$ cat src/design/portb_edge_pkg.sv
package portb_edge_pkg;
	localparam int DATA_W = 8;
	localparam int PIN_LO = 4;
	localparam int PIN_N = 4;
	localparam logic [2:0] OFF_RISE_EN = 3'h0;
	localparam logic [2:0] OFF_FALL_EN = 3'h1;
	localparam logic [2:0] OFF_FLAGS = 3'h2;
	localparam logic [2:0] OFF_CTRL = 3'h3;
	localparam logic [2:0] OFF_IRQ_STAT = 3'h4;
	localparam logic [2:0] OFF_IRQ_EN = 3'h5;
	localparam logic [2:0] OFF_IRQ_CLR = 3'h6;
	localparam int CTRL_IRQ_EN_BIT = 0;
	localparam int CTRL_IRQ_FLAG_BIT = 1;
	localparam logic [7:0] RESET_VAL = 8'h00;
	localparam logic [7:0] IMPL_MASK = 8'hf0;
endpackage

$ cat src/design/pin_edge_cell.sv
`timescale 1ns/1ps
module pin_edge_cell (
	// Clock and reset
	input wire logic clk,
	input wire logic rst_n,
	// Pin and enables
	input wire logic pin_async,
	input wire logic rise_en,
	input wire logic fall_en,
	// Detected edge pulses
	output logic rise_p,
	output logic fall_p
);
	logic s1_q;
	logic s2_q;
	logic prev_q;

	// Two flops before any logic reads the pin
	always_ff @(posedge clk) begin
		if (!rst_n) begin
			s1_q <= 1'b0;
			s2_q <= 1'b0;
			prev_q <= 1'b0;
		end else begin
			s1_q <= pin_async;
			s2_q <= s1_q;
			prev_q <= s2_q;
		end
	end

	assign rise_p = rise_en && s2_q && !prev_q;
	assign fall_p = fall_en && !s2_q && prev_q;
endmodule

$ cat src/design/portb_edge_change_detect.sv
// Contract
// - Rising edge on pins 7..4 with rise enable sets pin flag and shared flag.
// - Falling edge on pins 7..4 with fall enable sets pin flag and shared flag.
// - Disabled polarity is ignored; both enables zero turn detection off.
// - Pin flag set only by an enabled edge, then stays set.
// - Software writes zero to clear a flag; reads zero until next edge.
// - Bits 3..0 of enable and flag registers ignore writes, read zero.
// - All enable and flag bits reset to zero on every reset.
//
// Chosen here: strobed register access and the address map.
`timescale 1ns/1ps
module portb_edge_change_detect (
	// Clock and reset
	input wire logic MCLK,
	input wire logic RESET_N,
	// Port pins 7..4
	input wire logic [3:0] UPPER_PORT_PIN,
	// Register port
	input wire logic [2:0] ADDR,
	input wire logic [7:0] WDATA,
	input wire logic WR,
	input wire logic RD,
	output logic [7:0] RDATA,
	// Interrupt
	output logic IRQ
);
	logic [3:0] rise_edge_enable_bits_q;
	logic [3:0] fall_edge_enable_bits_q;
	logic [3:0] pin_change_flags_q;
	logic [3:0] pin_change_flags_d;
	logic shared_change_irq_enable_q;
	logic shared_change_irq_flag;
	logic [1:0] irq_stat_q;
	logic [1:0] irq_en_q;
	logic [3:0] rise_p;
	logic [3:0] fall_p;
	logic [3:0] hit;
	logic [7:0] rdata_d;
	logic hit_any_q;
	logic [1:0] irq_stat_d;
	// Write decodes, one per register
	logic wr_rise_en;
	logic wr_fall_en;
	logic wr_flags;
	logic wr_ctrl;
	logic wr_irq_en;
	logic wr_irq_clr;

	genvar gi;
	generate
		for (gi = 0; gi < portb_edge_pkg::PIN_N; gi++) begin : g_pin
			pin_edge_cell pin_edge_cell_i (
				.clk(MCLK),
				.rst_n(RESET_N),
				.pin_async(UPPER_PORT_PIN[gi]),
				.rise_en(rise_edge_enable_bits_q[gi]),
				.fall_en(fall_edge_enable_bits_q[gi]),
				.rise_p(rise_p[gi]),
				.fall_p(fall_p[gi])
			);

			// Per-pin flag behaviour
			property p_pin_rise;
				@(posedge MCLK) disable iff (!RESET_N) rise_p[gi] |=> pin_change_flags_q[gi];
			endproperty
			a_pin_rise: assert property (p_pin_rise) else $error("pin rise lost");
			property p_pin_fall;
				@(posedge MCLK) disable iff (!RESET_N) fall_p[gi] |=> pin_change_flags_q[gi];
			endproperty
			a_pin_fall: assert property (p_pin_fall) else $error("pin fall lost");
			property p_pin_sticky;
				@(posedge MCLK) disable iff (!RESET_N)
				pin_change_flags_q[gi] && !(wr_flags && !WDATA[portb_edge_pkg::PIN_LO + gi])
				|=> pin_change_flags_q[gi];
			endproperty
			a_pin_sticky: assert property (p_pin_sticky) else $error("flag dropped");
			property p_pin_quiet;
				@(posedge MCLK) disable iff (!RESET_N)
				!pin_change_flags_q[gi] && !hit[gi] |=> !pin_change_flags_q[gi];
			endproperty
			a_pin_quiet: assert property (p_pin_quiet) else $error("flag without edge");
			property p_pin_clear;
				@(posedge MCLK) disable iff (!RESET_N)
				wr_flags && !WDATA[portb_edge_pkg::PIN_LO + gi] && !hit[gi]
				|=> !pin_change_flags_q[gi];
			endproperty
			a_pin_clear: assert property (p_pin_clear) else $error("pin clear failed");
			property p_pin_off;
				@(posedge MCLK) disable iff (!RESET_N)
				!rise_edge_enable_bits_q[gi] && !fall_edge_enable_bits_q[gi] |-> !hit[gi];
			endproperty
			a_pin_off: assert property (p_pin_off) else $error("pin edge while off");
		end
	endgenerate

	assign hit = rise_p | fall_p;

	// Strobes are one cycle, so a plain AND is enough for each decode
	assign wr_rise_en = WR && ADDR == portb_edge_pkg::OFF_RISE_EN;
	assign wr_fall_en = WR && ADDR == portb_edge_pkg::OFF_FALL_EN;
	assign wr_flags = WR && ADDR == portb_edge_pkg::OFF_FLAGS;
	assign wr_ctrl = WR && ADDR == portb_edge_pkg::OFF_CTRL;
	assign wr_irq_en = WR && ADDR == portb_edge_pkg::OFF_IRQ_EN;
	assign wr_irq_clr = WR && ADDR == portb_edge_pkg::OFF_IRQ_CLR;

	// Enable registers; rise and fall enables do not store the low nibble, the control enable stores bit 0
	always_ff @(posedge MCLK) begin
		if (!RESET_N)
			rise_edge_enable_bits_q <= portb_edge_pkg::RESET_VAL[7:4];
		else if (wr_rise_en)
			rise_edge_enable_bits_q <= WDATA[7:4];
	end

	always_ff @(posedge MCLK) begin
		if (!RESET_N)
			fall_edge_enable_bits_q <= portb_edge_pkg::RESET_VAL[7:4];
		else if (wr_fall_en)
			fall_edge_enable_bits_q <= WDATA[7:4];
	end

	always_ff @(posedge MCLK) begin
		if (!RESET_N)
			shared_change_irq_enable_q <= 1'b0;
		else if (wr_ctrl)
			shared_change_irq_enable_q <= WDATA[portb_edge_pkg::CTRL_IRQ_EN_BIT];
	end

	// Writing zero clears a flag; a same-cycle edge wins over the clear
	always_comb begin
		pin_change_flags_d = pin_change_flags_q;
		if (wr_flags)
			pin_change_flags_d = pin_change_flags_q & WDATA[7:4];
		pin_change_flags_d = pin_change_flags_d | hit;
	end

	always_ff @(posedge MCLK) begin
		if (!RESET_N)
			pin_change_flags_q <= 4'h0;
		else
			pin_change_flags_q <= pin_change_flags_d;
	end

	assign shared_change_irq_flag = |pin_change_flags_q;

	// Status enables, software owned
	always_ff @(posedge MCLK) begin
		if (!RESET_N)
			irq_en_q <= 2'h0;
		else if (wr_irq_en)
			irq_en_q <= WDATA[1:0];
	end

	// Sticky events: bit0 any pin edge, bit1 shared flag rising
	// The set term is ORed last so an event beats a clear in the same cycle
	always_comb begin
		irq_stat_d = irq_stat_q;
		if (wr_irq_clr)
			irq_stat_d = irq_stat_q & ~WDATA[1:0];
		irq_stat_d = irq_stat_d | {(|hit) && !shared_change_irq_flag, |hit};
	end

	always_ff @(posedge MCLK) begin
		if (!RESET_N)
			irq_stat_q <= 2'h0;
		else
			irq_stat_q <= irq_stat_d;
	end

	// Edge seen one cycle back, so a check can confirm the status caught it
	always_ff @(posedge MCLK) begin
		if (!RESET_N)
			hit_any_q <= 1'b0;
		else
			hit_any_q <= |hit;
	end

	// Level interrupt: shared flag gated by its enable, plus sticky events gated by irq_en_q
	assign IRQ = (shared_change_irq_flag && shared_change_irq_enable_q) ||
		|(irq_stat_q & irq_en_q);

	always_comb begin
		rdata_d = 8'h00;
		unique case (ADDR)
			portb_edge_pkg::OFF_RISE_EN: rdata_d = {rise_edge_enable_bits_q, 4'h0};
			portb_edge_pkg::OFF_FALL_EN: rdata_d = {fall_edge_enable_bits_q, 4'h0};
			portb_edge_pkg::OFF_FLAGS: rdata_d = {pin_change_flags_q, 4'h0};
			portb_edge_pkg::OFF_CTRL: rdata_d = {6'h00, shared_change_irq_flag,
				shared_change_irq_enable_q};
			portb_edge_pkg::OFF_IRQ_STAT: rdata_d = {6'h00, irq_stat_q};
			portb_edge_pkg::OFF_IRQ_EN: rdata_d = {6'h00, irq_en_q};
			default: rdata_d = 8'h00;
		endcase
	end

	// Read data valid only in the cycle after the strobe
	always_ff @(posedge MCLK) begin
		if (!RESET_N)
			RDATA <= 8'h00;
		else if (RD)
			RDATA <= rdata_d;
		else
			RDATA <= 8'h00;
	end

	property p_rise_sets;
		@(posedge MCLK) disable iff (!RESET_N) |rise_p |-> ##1 |pin_change_flags_q;
	endproperty
	a_rise_sets: assert property (p_rise_sets) else $error("rise lost");
	property p_fall_sets;
		@(posedge MCLK) disable iff (!RESET_N) |fall_p |-> ##1 shared_change_irq_flag;
	endproperty
	a_fall_sets: assert property (p_fall_sets) else $error("fall lost");
	property p_off;
		@(posedge MCLK) disable iff (!RESET_N)
		(rise_edge_enable_bits_q == 4'h0 && fall_edge_enable_bits_q == 4'h0)
		|=> (pin_change_flags_q & ~$past(pin_change_flags_q)) == 4'h0;
	endproperty
	a_off: assert property (p_off) else $error("edge while off");
	property p_only_by_edge;
		@(posedge MCLK) disable iff (!RESET_N)
		(pin_change_flags_q & ~$past(pin_change_flags_q)) != 4'h0 |-> $past(hit) != 4'h0;
	endproperty
	a_only_by_edge: assert property (p_only_by_edge) else $error("spurious flag");
	property p_clear;
		@(posedge MCLK) disable iff (!RESET_N)
		(WR && ADDR == portb_edge_pkg::OFF_FLAGS && WDATA == 8'h00 && hit == 4'h0)
		|-> ##1 pin_change_flags_q == 4'h0;
	endproperty
	a_clear: assert property (p_clear) else $error("clear failed");
	property p_low_zero;
		@(posedge MCLK) disable iff (!RESET_N) $past(RD) |-> (RDATA[3:0] == 4'h0 ||
			$past(ADDR) >= portb_edge_pkg::OFF_CTRL);
	endproperty
	a_low_zero: assert property (p_low_zero) else $error("low bits nonzero");
	property p_reset;
		@(posedge MCLK) !RESET_N |-> ##1 (pin_change_flags_q == 4'h0 &&
			rise_edge_enable_bits_q == 4'h0 && fall_edge_enable_bits_q == 4'h0 &&
			irq_stat_q == 2'h0);
	endproperty
	a_reset: assert property (p_reset) else $error("reset value");
	property p_irq;
		@(posedge MCLK) disable iff (!RESET_N)
		(shared_change_irq_flag && shared_change_irq_enable_q) |-> IRQ;
	endproperty
	a_irq: assert property (p_irq) else $error("irq missing");
	c_rise: cover property (@(posedge MCLK) disable iff (!RESET_N) |rise_p ##1 IRQ);
	c_fall: cover property (@(posedge MCLK) disable iff (!RESET_N) |fall_p);
	c_clr: cover property (@(posedge MCLK) disable iff (!RESET_N)
		shared_change_irq_flag ##1 !shared_change_irq_flag);
	c_stat_clr: cover property (@(posedge MCLK) disable iff (!RESET_N)
		irq_stat_q[0] ##1 !irq_stat_q[0]);
	c_mid_reset: cover property (@(posedge MCLK) shared_change_irq_flag ##1 !RESET_N);

	// Register port; read data must reflect the state one cycle back
	property p_rd_flags;
		@(posedge MCLK) disable iff (!RESET_N)
		$past(RD) && $past(ADDR) == portb_edge_pkg::OFF_FLAGS
		|-> RDATA[7:4] == $past(pin_change_flags_q) && RDATA[3:0] == 4'h0;
	endproperty
	a_rd_flags: assert property (p_rd_flags) else $error("flag readback wrong");
	property p_rd_ctrl;
		@(posedge MCLK) disable iff (!RESET_N)
		$past(RD) && $past(ADDR) == portb_edge_pkg::OFF_CTRL
		|-> RDATA[1] == $past(shared_change_irq_flag) && RDATA[7:2] == 6'h00;
	endproperty
	a_rd_ctrl: assert property (p_rd_ctrl) else $error("control readback wrong");
	property p_rd_unmapped;
		@(posedge MCLK) disable iff (!RESET_N)
		$past(RD) && $past(ADDR) == 3'h7 |-> RDATA == 8'h00;
	endproperty
	a_rd_unmapped: assert property (p_rd_unmapped) else $error("unmapped read nonzero");
	property p_rdata_idle;
		@(posedge MCLK) disable iff (!RESET_N) !$past(RD) |-> RDATA == 8'h00;
	endproperty
	a_rdata_idle: assert property (p_rdata_idle) else $error("read data outside slot");
	property p_rise_wr;
		@(posedge MCLK) disable iff (!RESET_N)
		wr_rise_en |=> {rise_edge_enable_bits_q, 4'h0} ==
			($past(WDATA) & portb_edge_pkg::IMPL_MASK);
	endproperty
	a_rise_wr: assert property (p_rise_wr) else $error("rise enable write wrong");
	property p_fall_wr;
		@(posedge MCLK) disable iff (!RESET_N)
		wr_fall_en |=> {fall_edge_enable_bits_q, 4'h0} ==
			($past(WDATA) & portb_edge_pkg::IMPL_MASK);
	endproperty
	a_fall_wr: assert property (p_fall_wr) else $error("fall enable write wrong");

	// Interrupt side
	property p_stat_any;
		@(posedge MCLK) disable iff (!RESET_N) hit_any_q |-> irq_stat_q[0];
	endproperty
	a_stat_any: assert property (p_stat_any) else $error("edge status missing");
	property p_stat_clr;
		@(posedge MCLK) disable iff (!RESET_N)
		wr_irq_clr && WDATA[0] && hit == 4'h0 |=> !irq_stat_q[0];
	endproperty
	a_stat_clr: assert property (p_stat_clr) else $error("status clear failed");
	property p_irq_quiet;
		@(posedge MCLK) disable iff (!RESET_N)
		pin_change_flags_q == 4'h0 && irq_en_q == 2'h0 |-> !IRQ;
	endproperty
	a_irq_quiet: assert property (p_irq_quiet) else $error("irq without cause");
	property p_irq_gated;
		@(posedge MCLK) disable iff (!RESET_N)
		!shared_change_irq_enable_q && (irq_stat_q & irq_en_q) == 2'h0 |-> !IRQ;
	endproperty
	a_irq_gated: assert property (p_irq_gated) else $error("irq while disabled");
	property p_ctrl_wr;
		@(posedge MCLK) disable iff (!RESET_N)
		wr_ctrl && WDATA[0] |=> shared_change_irq_enable_q;
	endproperty
	a_ctrl_wr: assert property (p_ctrl_wr) else $error("irq enable not stored");
endmodule

$ cat config.mk
export PLATFORM = sky130hd
export DESIGN_NAME = portb_edge_change_detect
export DESIGN_NICKNAME = d
export VERILOG_FILES = /design/src/design/portb_edge_pkg.sv /design/src/design/pin_edge_cell.sv /design/src/design/portb_edge_change_detect.sv
export SDC_FILE = /design/constraint.sdc
export NUM_CORES = 1
export LEC_CHECK = 0
export BUFFER_PORTS_ARGS = -buffer_cell sky130_fd_sc_hd__buf_2
export CAP_MARGIN = 20
export CORE_AREA = 2 2 48 67
export CTS_CLUSTER_SIZE = 28
export DETAILED_ROUTE_END_ITERATION = 16
export DIE_AREA = 0 0 50 69
export PLACE_DENSITY = 0.75
export SYNTH_ARGS = -nofsm -noshare
export SYNTH_HDL_FRONTEND = slang
export SYNTH_SLANG_ARGS = --single-unit
$ cat constraint.sdc
create_clock -name MCLK -period 1.5 [get_ports MCLK]
set_input_delay 0.3 -clock MCLK [delete_from_list [all_inputs] [get_ports MCLK]]
set_output_delay 0.3 -clock MCLK [all_outputs]
set_load 0.005 [all_outputs]
## Word level (Yosys, flattened, before mapping)

Index checks and enable logic that the tools add are counted.

| word-level totals | value |
|---|---|
| flip-flop bits (word level) | 37 |
| input bits | 19 |
| output and inout bits | 9 |
| logic and storage cells | 74 |

| cells by class | value |
|---|---|
| equal/unequal tests | 6 |
| muxes and demuxes | 3 |
| bitwise operators | 7 |
| reductions and logical operators | 39 |

Operator list:

| kind | number |
|---|---|
| $pmux W8 S6 | 1 |
| $logic_and A1 B1 Y1 | 24 |
| $eq A3 B3 Y1 const B | 3 |
| $logic_not A1 Y1 | 9 |
| $or A4 B4 Y4 | 2 |
| $reduce_or A4 Y1 | 2 |
| $eq A3 B2 Y1 const B | 2 |
| $and A2 B2 Y2 | 2 |
| $and A4 B4 Y4 | 1 |
| $mux W4 | 1 |
| $eq A3 B1 Y1 const B | 1 |
| $logic_not A3 Y1 | 1 |
| $mux W2 | 1 |
| $not A2 Y2 | 1 |
| $or A2 B2 Y2 | 1 |
| $reduce_and A2 Y1 | 1 |
| $reduce_or A2 Y1 | 1 |
| $logic_or A1 B1 Y1 | 1 |

## Logic depth before layout (Yosys ltp)

| logic depth | value |
|---|---|
| word-level depth | 7 |
| mapped depth | 5 |
| mapped depth without buffers | 4 |

## Cells and area by module

From an unflattened synthesis, not the netlist that was laid out.

| second synthesis, totals | value |
|---|---|
| cell total of the unflattened synthesis | 145 |
| area total of the unflattened synthesis | 1461.4 sq um |

By module, submodules not included:

| module | times used | cells each | area an instance (sq um) | seq. area each (sq um) |
|---|---|---|---|---|
| portb_edge_change_detect | 1 | 113 | 1071.0 | 460.4 |
| pin_edge_cell | 4 | 8 | 97.6 | 60.1 |

## Least setup slack after synthesis

Ideal clock, no wire load.

| path | value |
|---|---|
| path kind | input to register |
| from | input ADDR[0] |
| to | register rise_edge_enable_bits_q[0] |
| setup time | 0.116 ns |
| data arrival time | 1.079 ns |
| data required time | 1.384 ns |
| slack | 0.305 ns |
| stages | 4 |
| buffers on the path | 1 |
| path through | buf_6 > nor4b_4 > mux2i_1 > nor2b_1 |

| on the way | value |
|---|---|
| word-level cells in the longest chain between the ends | 2 |

Ends and longest elaborated chain:

| item | RTL line | text |
|---|---|---|
| from (decl) | portb_edge_change_detect.sv:19 | `input wire logic [2:0] ADDR,` |
| $logic_not A3 Y1 | portb_edge_change_detect.sv:99 | `assign wr_rise_en = WR && ADDR == portb_edge_pkg::OFF_RISE_EN;` |
| $logic_and A1 B1 Y1 | portb_edge_change_detect.sv:99 |  |
| to (signal assigned) | portb_edge_change_detect.sv:109 | `rise_edge_enable_bits_q <= portb_edge_pkg::RESET_VAL[7:4];` |
| to (signal assigned) | portb_edge_change_detect.sv:111 | `rise_edge_enable_bits_q <= WDATA[7:4];` |
| to (decl) | portb_edge_change_detect.sv:27 | `logic [3:0] rise_edge_enable_bits_q;` |

No other way between the ends.
A chain may end at the register's enable or synchronous reset.

## Final worst setup path

| path | value |
|---|---|
| from | register pin_change_flags_q[3] |
| to | output IRQ |

| on the way | value |
|---|---|
| word-level cells in the longest chain between the ends | 3 |

Ends and longest elaborated chain:

| item | RTL line | text |
|---|---|---|
| from (decl) | portb_edge_change_detect.sv:29 | `logic [3:0] pin_change_flags_q;` |
| from (signal assigned) | portb_edge_change_detect.sv:140 | `pin_change_flags_q <= pin_change_flags_d;` |
| $reduce_or A4 Y1 | portb_edge_change_detect.sv:143 | `assign shared_change_irq_flag = \|pin_change_flags_q;` |
| $logic_and A1 B1 Y1 | portb_edge_change_detect.sv:178 | `assign IRQ = (shared_change_irq_flag && shared_change_irq_enable_q) \|\|` |
| $logic_or A1 B1 Y1 | portb_edge_change_detect.sv:178 |  |
| to (decl) | portb_edge_change_detect.sv:25 | `output logic IRQ` |

No other way between the ends.

==> results list <==
- The flow ran to the end, and the final reports show no timing, DRC or antenna violations.
- Category of the worst setup path capture point: primary output
* Number of top-level pins: 28
- The worst setup path is launched from a flip-flop.
- Measured along the x axis, the die boundary spans 50 um.
- Starting density of the core: 50.7%
- Clock-pin slew of the registers on the worst-case setup and hold paths: 0.07 ns
- Total overflow reported by the global router: 0
* Number of buffers added to fix hold violations after cts: 0
- The sequential cells in the finished layout cover a total of 703 sq um.
* Multi-input gate area in the final layout: 704 sq um
- Multiplexer share of the synthesized area: a little over 10%
- Fraction of synthesized cell area taken by the top area cell type: 48.5%
- Commonest cells post-synth: dfxtp_1 (35), mux2i_1 (15), nor2b_1 (13)
- Syn Area/Cell: 9.83 sq um
- In the post-synthesis netlist, the cell with the most instances is dfxtp_1.
- Final Setup Violations: 0
- Yosys mapped a number of flops with a built-in enable equal to 0.
- The setup check on the worst reg-to-reg path leaves a slack of 0.21 ns.
* Source-to-sink clock delay at the later pin of the worst-skew pair: 0.28 ns
- Layout filler cell count: 240
- Counting flops with an async set or reset pin after synthesis yields a share of 0%.
* Destination of the worst register-to-register timing path: irq_stat_q[1]
- Worst Path Arrival: 1.19 ns
- Of the available clock period, the critical path in the final layout requires between 90% and 100%.
- After the flow finishes, the layout carries non-filler instances totaling approximately 220.
- Flip-flop and latch count after synthesis: 35
- The repair_antennas step left the layout with diodes totalling 0.
- The total area inside the core boundary comes to 2850 sq um.
- Initial DRT Pass Iterations: 4
- Overall global routing resource usage: between 10% and 20%
* Cell types with the largest area share after synthesis: dfxtp_1 (48%), mux2i_1 (10%), nor2b_1 (5.6%)
* Via count of the first global-routing pass: 1,130
* Final core utilization: 61.0%
- The startpoint identified for the worst hold timing path is UPPER_PORT_PIN[0].
- Maximum clock frequency: ~670 MHz
* Fin Clk Skew: 0.00444 ns
* Count of maximum capacitance violations: 0
- Initial drt markers: 14
* Number of nets in the layout: around 200
- For this run, design rule violations remaining after detail routing come to 0.
* Critical path required time: ~1.2 ns
- Sinks on Clock Net: 35
- For hold timing, the worst endpoint is g_pin[0].pin_edge_cell_i.s1_q.
* Final number of max-transition violations: 0
- In this run the worst hold path is classified as primary input to flip-flop.
* Sequential share of the synthesized area: roughly half
- In the final timing run, aggregate negative setup slack is 0 ns.
- After synthesis, the largest family of logic cells by area is simple AND/OR/NAND/NOR gates.
- Leakage power: 0.707 nW
* CTS buffer count: 5
* Count of different cell masters after synthesis: 30
- The number of hold violations in the final report came to 0.
* Cells on Worst Hold Path: 2
* Class of the most critical setup path: flip-flop to primary output
- Worst-path maximum fanout: 2
* Cell area after technology mapping: ~1400 sq um
- Summing over every cut layer, the via total after detailed routing is 1,115.
- dfxtp_1 takes more of the synthesized area than any other cell.
* Worst voltage drop across the vdd grid: 0.702 mV
- Yosys warnings: 0
- The first global-routing pass estimated between 4 and 5 mm of wire.
- Crit Reg-Reg Startpoint: g_pin[1].pin_edge_cell_i.s2_q
* Min Hold Slack: between 0.2 and 0.25 ns
- Die Footprint: approximately 3500 sq um
* Pin count of the biggest net entering global routing: 31
- Antenna violations before repair: 0
* Synth Area in Simple Gates: about a quarter
* Standard-cell rows: 23
* Synth Area in Compound Gates: roughly 11%
- From bottom edge to top edge, the die measures 69 um.
* H-tree lvl count: 2
- Buffers placed on the I/O ports in this run total 23.
- Worst R2R Path Depth: 4
- Gate Count Post-Synth: 147
- Mean number of vias per cell: 5.19
- The congestion estimate from routability-driven global placement came to 0.754.
- Unrepaired setup endpoints after global routing: true
- Detail Route Antenna Nets: 0
- The synthesized netlist devotes 0% of its cell area to adder and majority cells.
- Wire length after detailed routing: 2.69 mm
- The synthesized netlist devotes 0% of its cell area to XOR and XNOR gates.
- Fraction of layout instances using a drive strength above 1: 25.3%
- The worst path needs 1.49 ns of the cycle, external delays included.
- TritonCTS built the clock tree.
* Pwr Density: 1050 nW/um^2
- The clock passes through at most 2 buffers.
* Sum of net half-perimeters after detailed placement: 1.95 mm
- Root Driver: clkbuf_8
- Area overhead of the layout relative to synthesis: 20.2%
- Post-route total power: approximately 1.8 mW
- Dpl cells: 205
- In the final routed layout, each cell accounts on average for 12.5 um.
- Most used DFF post-synth: dfxtp_1
-- logic make-up (layout without fill, tap and decap cells) --
kind of cell    count (synthesis)  after routing
mux                            15             15
flops                          35             35
compound gates                 24             24
buf+inv                        10             40
simple gates                   62             62
other cells                     1              2
-- registers in the layout, summed over array words and instances, names as in the netlist --
| name | count |
|---|---|
| g_pin.pin_edge_cell_i.s2_q | 4 |
| irq_stat_q | 2 |
| shared_change_irq_enable_q | 1 |
| g_pin.pin_edge_cell_i.s1_q | 4 |
| rise_edge_enable_bits_q | 4 |
| fall_edge_enable_bits_q | 4 |
| g_pin.pin_edge_cell_i.prev_q | 4 |
| RDATA | 6 |
| pin_change_flags_q | 4 |
| irq_en_q | 2 |
-- area by class of cell --
cell class	instances	area share, %
multi-input cells	103	40.6
flip-flops and latches	35	40.5
repair buffers	31	10.1
clock buffers	7	5.55
well taps	37	2.67
clock inverters	1	0.432
inverters	1	0.216
-- timing repair --
item | CTS | global route
resized for setup | 4 | 1
setup endpoints to repair | 1 | 1
buffers inserted | 2 | 0
pin swaps | 1 | 0
-- cell usage in the layout (no fill, tap or decap), types with 4 or more instances in the layout --
master | Yosys | layout
a21oi_1 | 4 | 4
and2_1 | 12 | 12
buf_2 | 1 | 23
buf_4 | 3 | 8
clkbuf_8 | 0 | 7
dfxtp_1 | 35 | 33
mux2i_1 | 15 | 15
nand2_1 | 9 | 9
nand3_1 | 4 | 4
nand3b_1 | 5 | 5
nor2_1 | 11 | 11
nor2b_1 | 13 | 13
o21a_1 | 8 | 8
o21ai_0 | 6 | 5
-- per-layer routing --
layer,vias to the layer above,track usage (%),wire length (um)
met5,-,0,0
li1,558,-,-
met3,7,6.06,133
met1,520,18.7,1140
met2,30,28.1,1350
met4,0,10.5,74
-- worst max-delay path, cell delays in order, from the launching register on --
cell     delay, ns
dfxtp_2       0.34
nor4_4        0.25
buf_4         0.15
o21ai_1       0.05
buf_2         0.13
-- how the worst max path moves through the flow --
stage / startpoint / endpoint / cells after the start
4_1_cts: pin_change_flags_q[3] / IRQ / 4
6_report: pin_change_flags_q[3] / IRQ / 4
5_1_grt: pin_change_flags_q[3] / IRQ / 4
2_1_floorplan: ADDR[0] / rise_edge_enable_bits_q[0] / 4
3_5_place_dp: ADDR[0] / fall_edge_enable_bits_q[1] / 5
3_3_place_gp: ADDR[0] / fall_edge_enable_bits_q[1] / 5
-- report_power, final --
group	switching [mW]	internal, mW	leakage, nW
Combinational	0.0625	0.0614	0.371
Sequential	0.0125	0.951	0.285
Clock	0.325	0.417	0.0505
Total	0.400	1.43	0.707
-- per-stage QoR --
| stage | setup slack [ns] | area, sq um |
|---|---|---|
| CTS | -0.0372 | 1730 |
| finish | 0.0117 | 1740 |
| detailed placement | 0.116 | 1600 |
| floorplan | 0.305 | 1450 |
| global placement | 0.161 | 1600 |
| global route | -0.0415 | 1740 |
No activity file was read; power rests on OpenSTA's default activity.
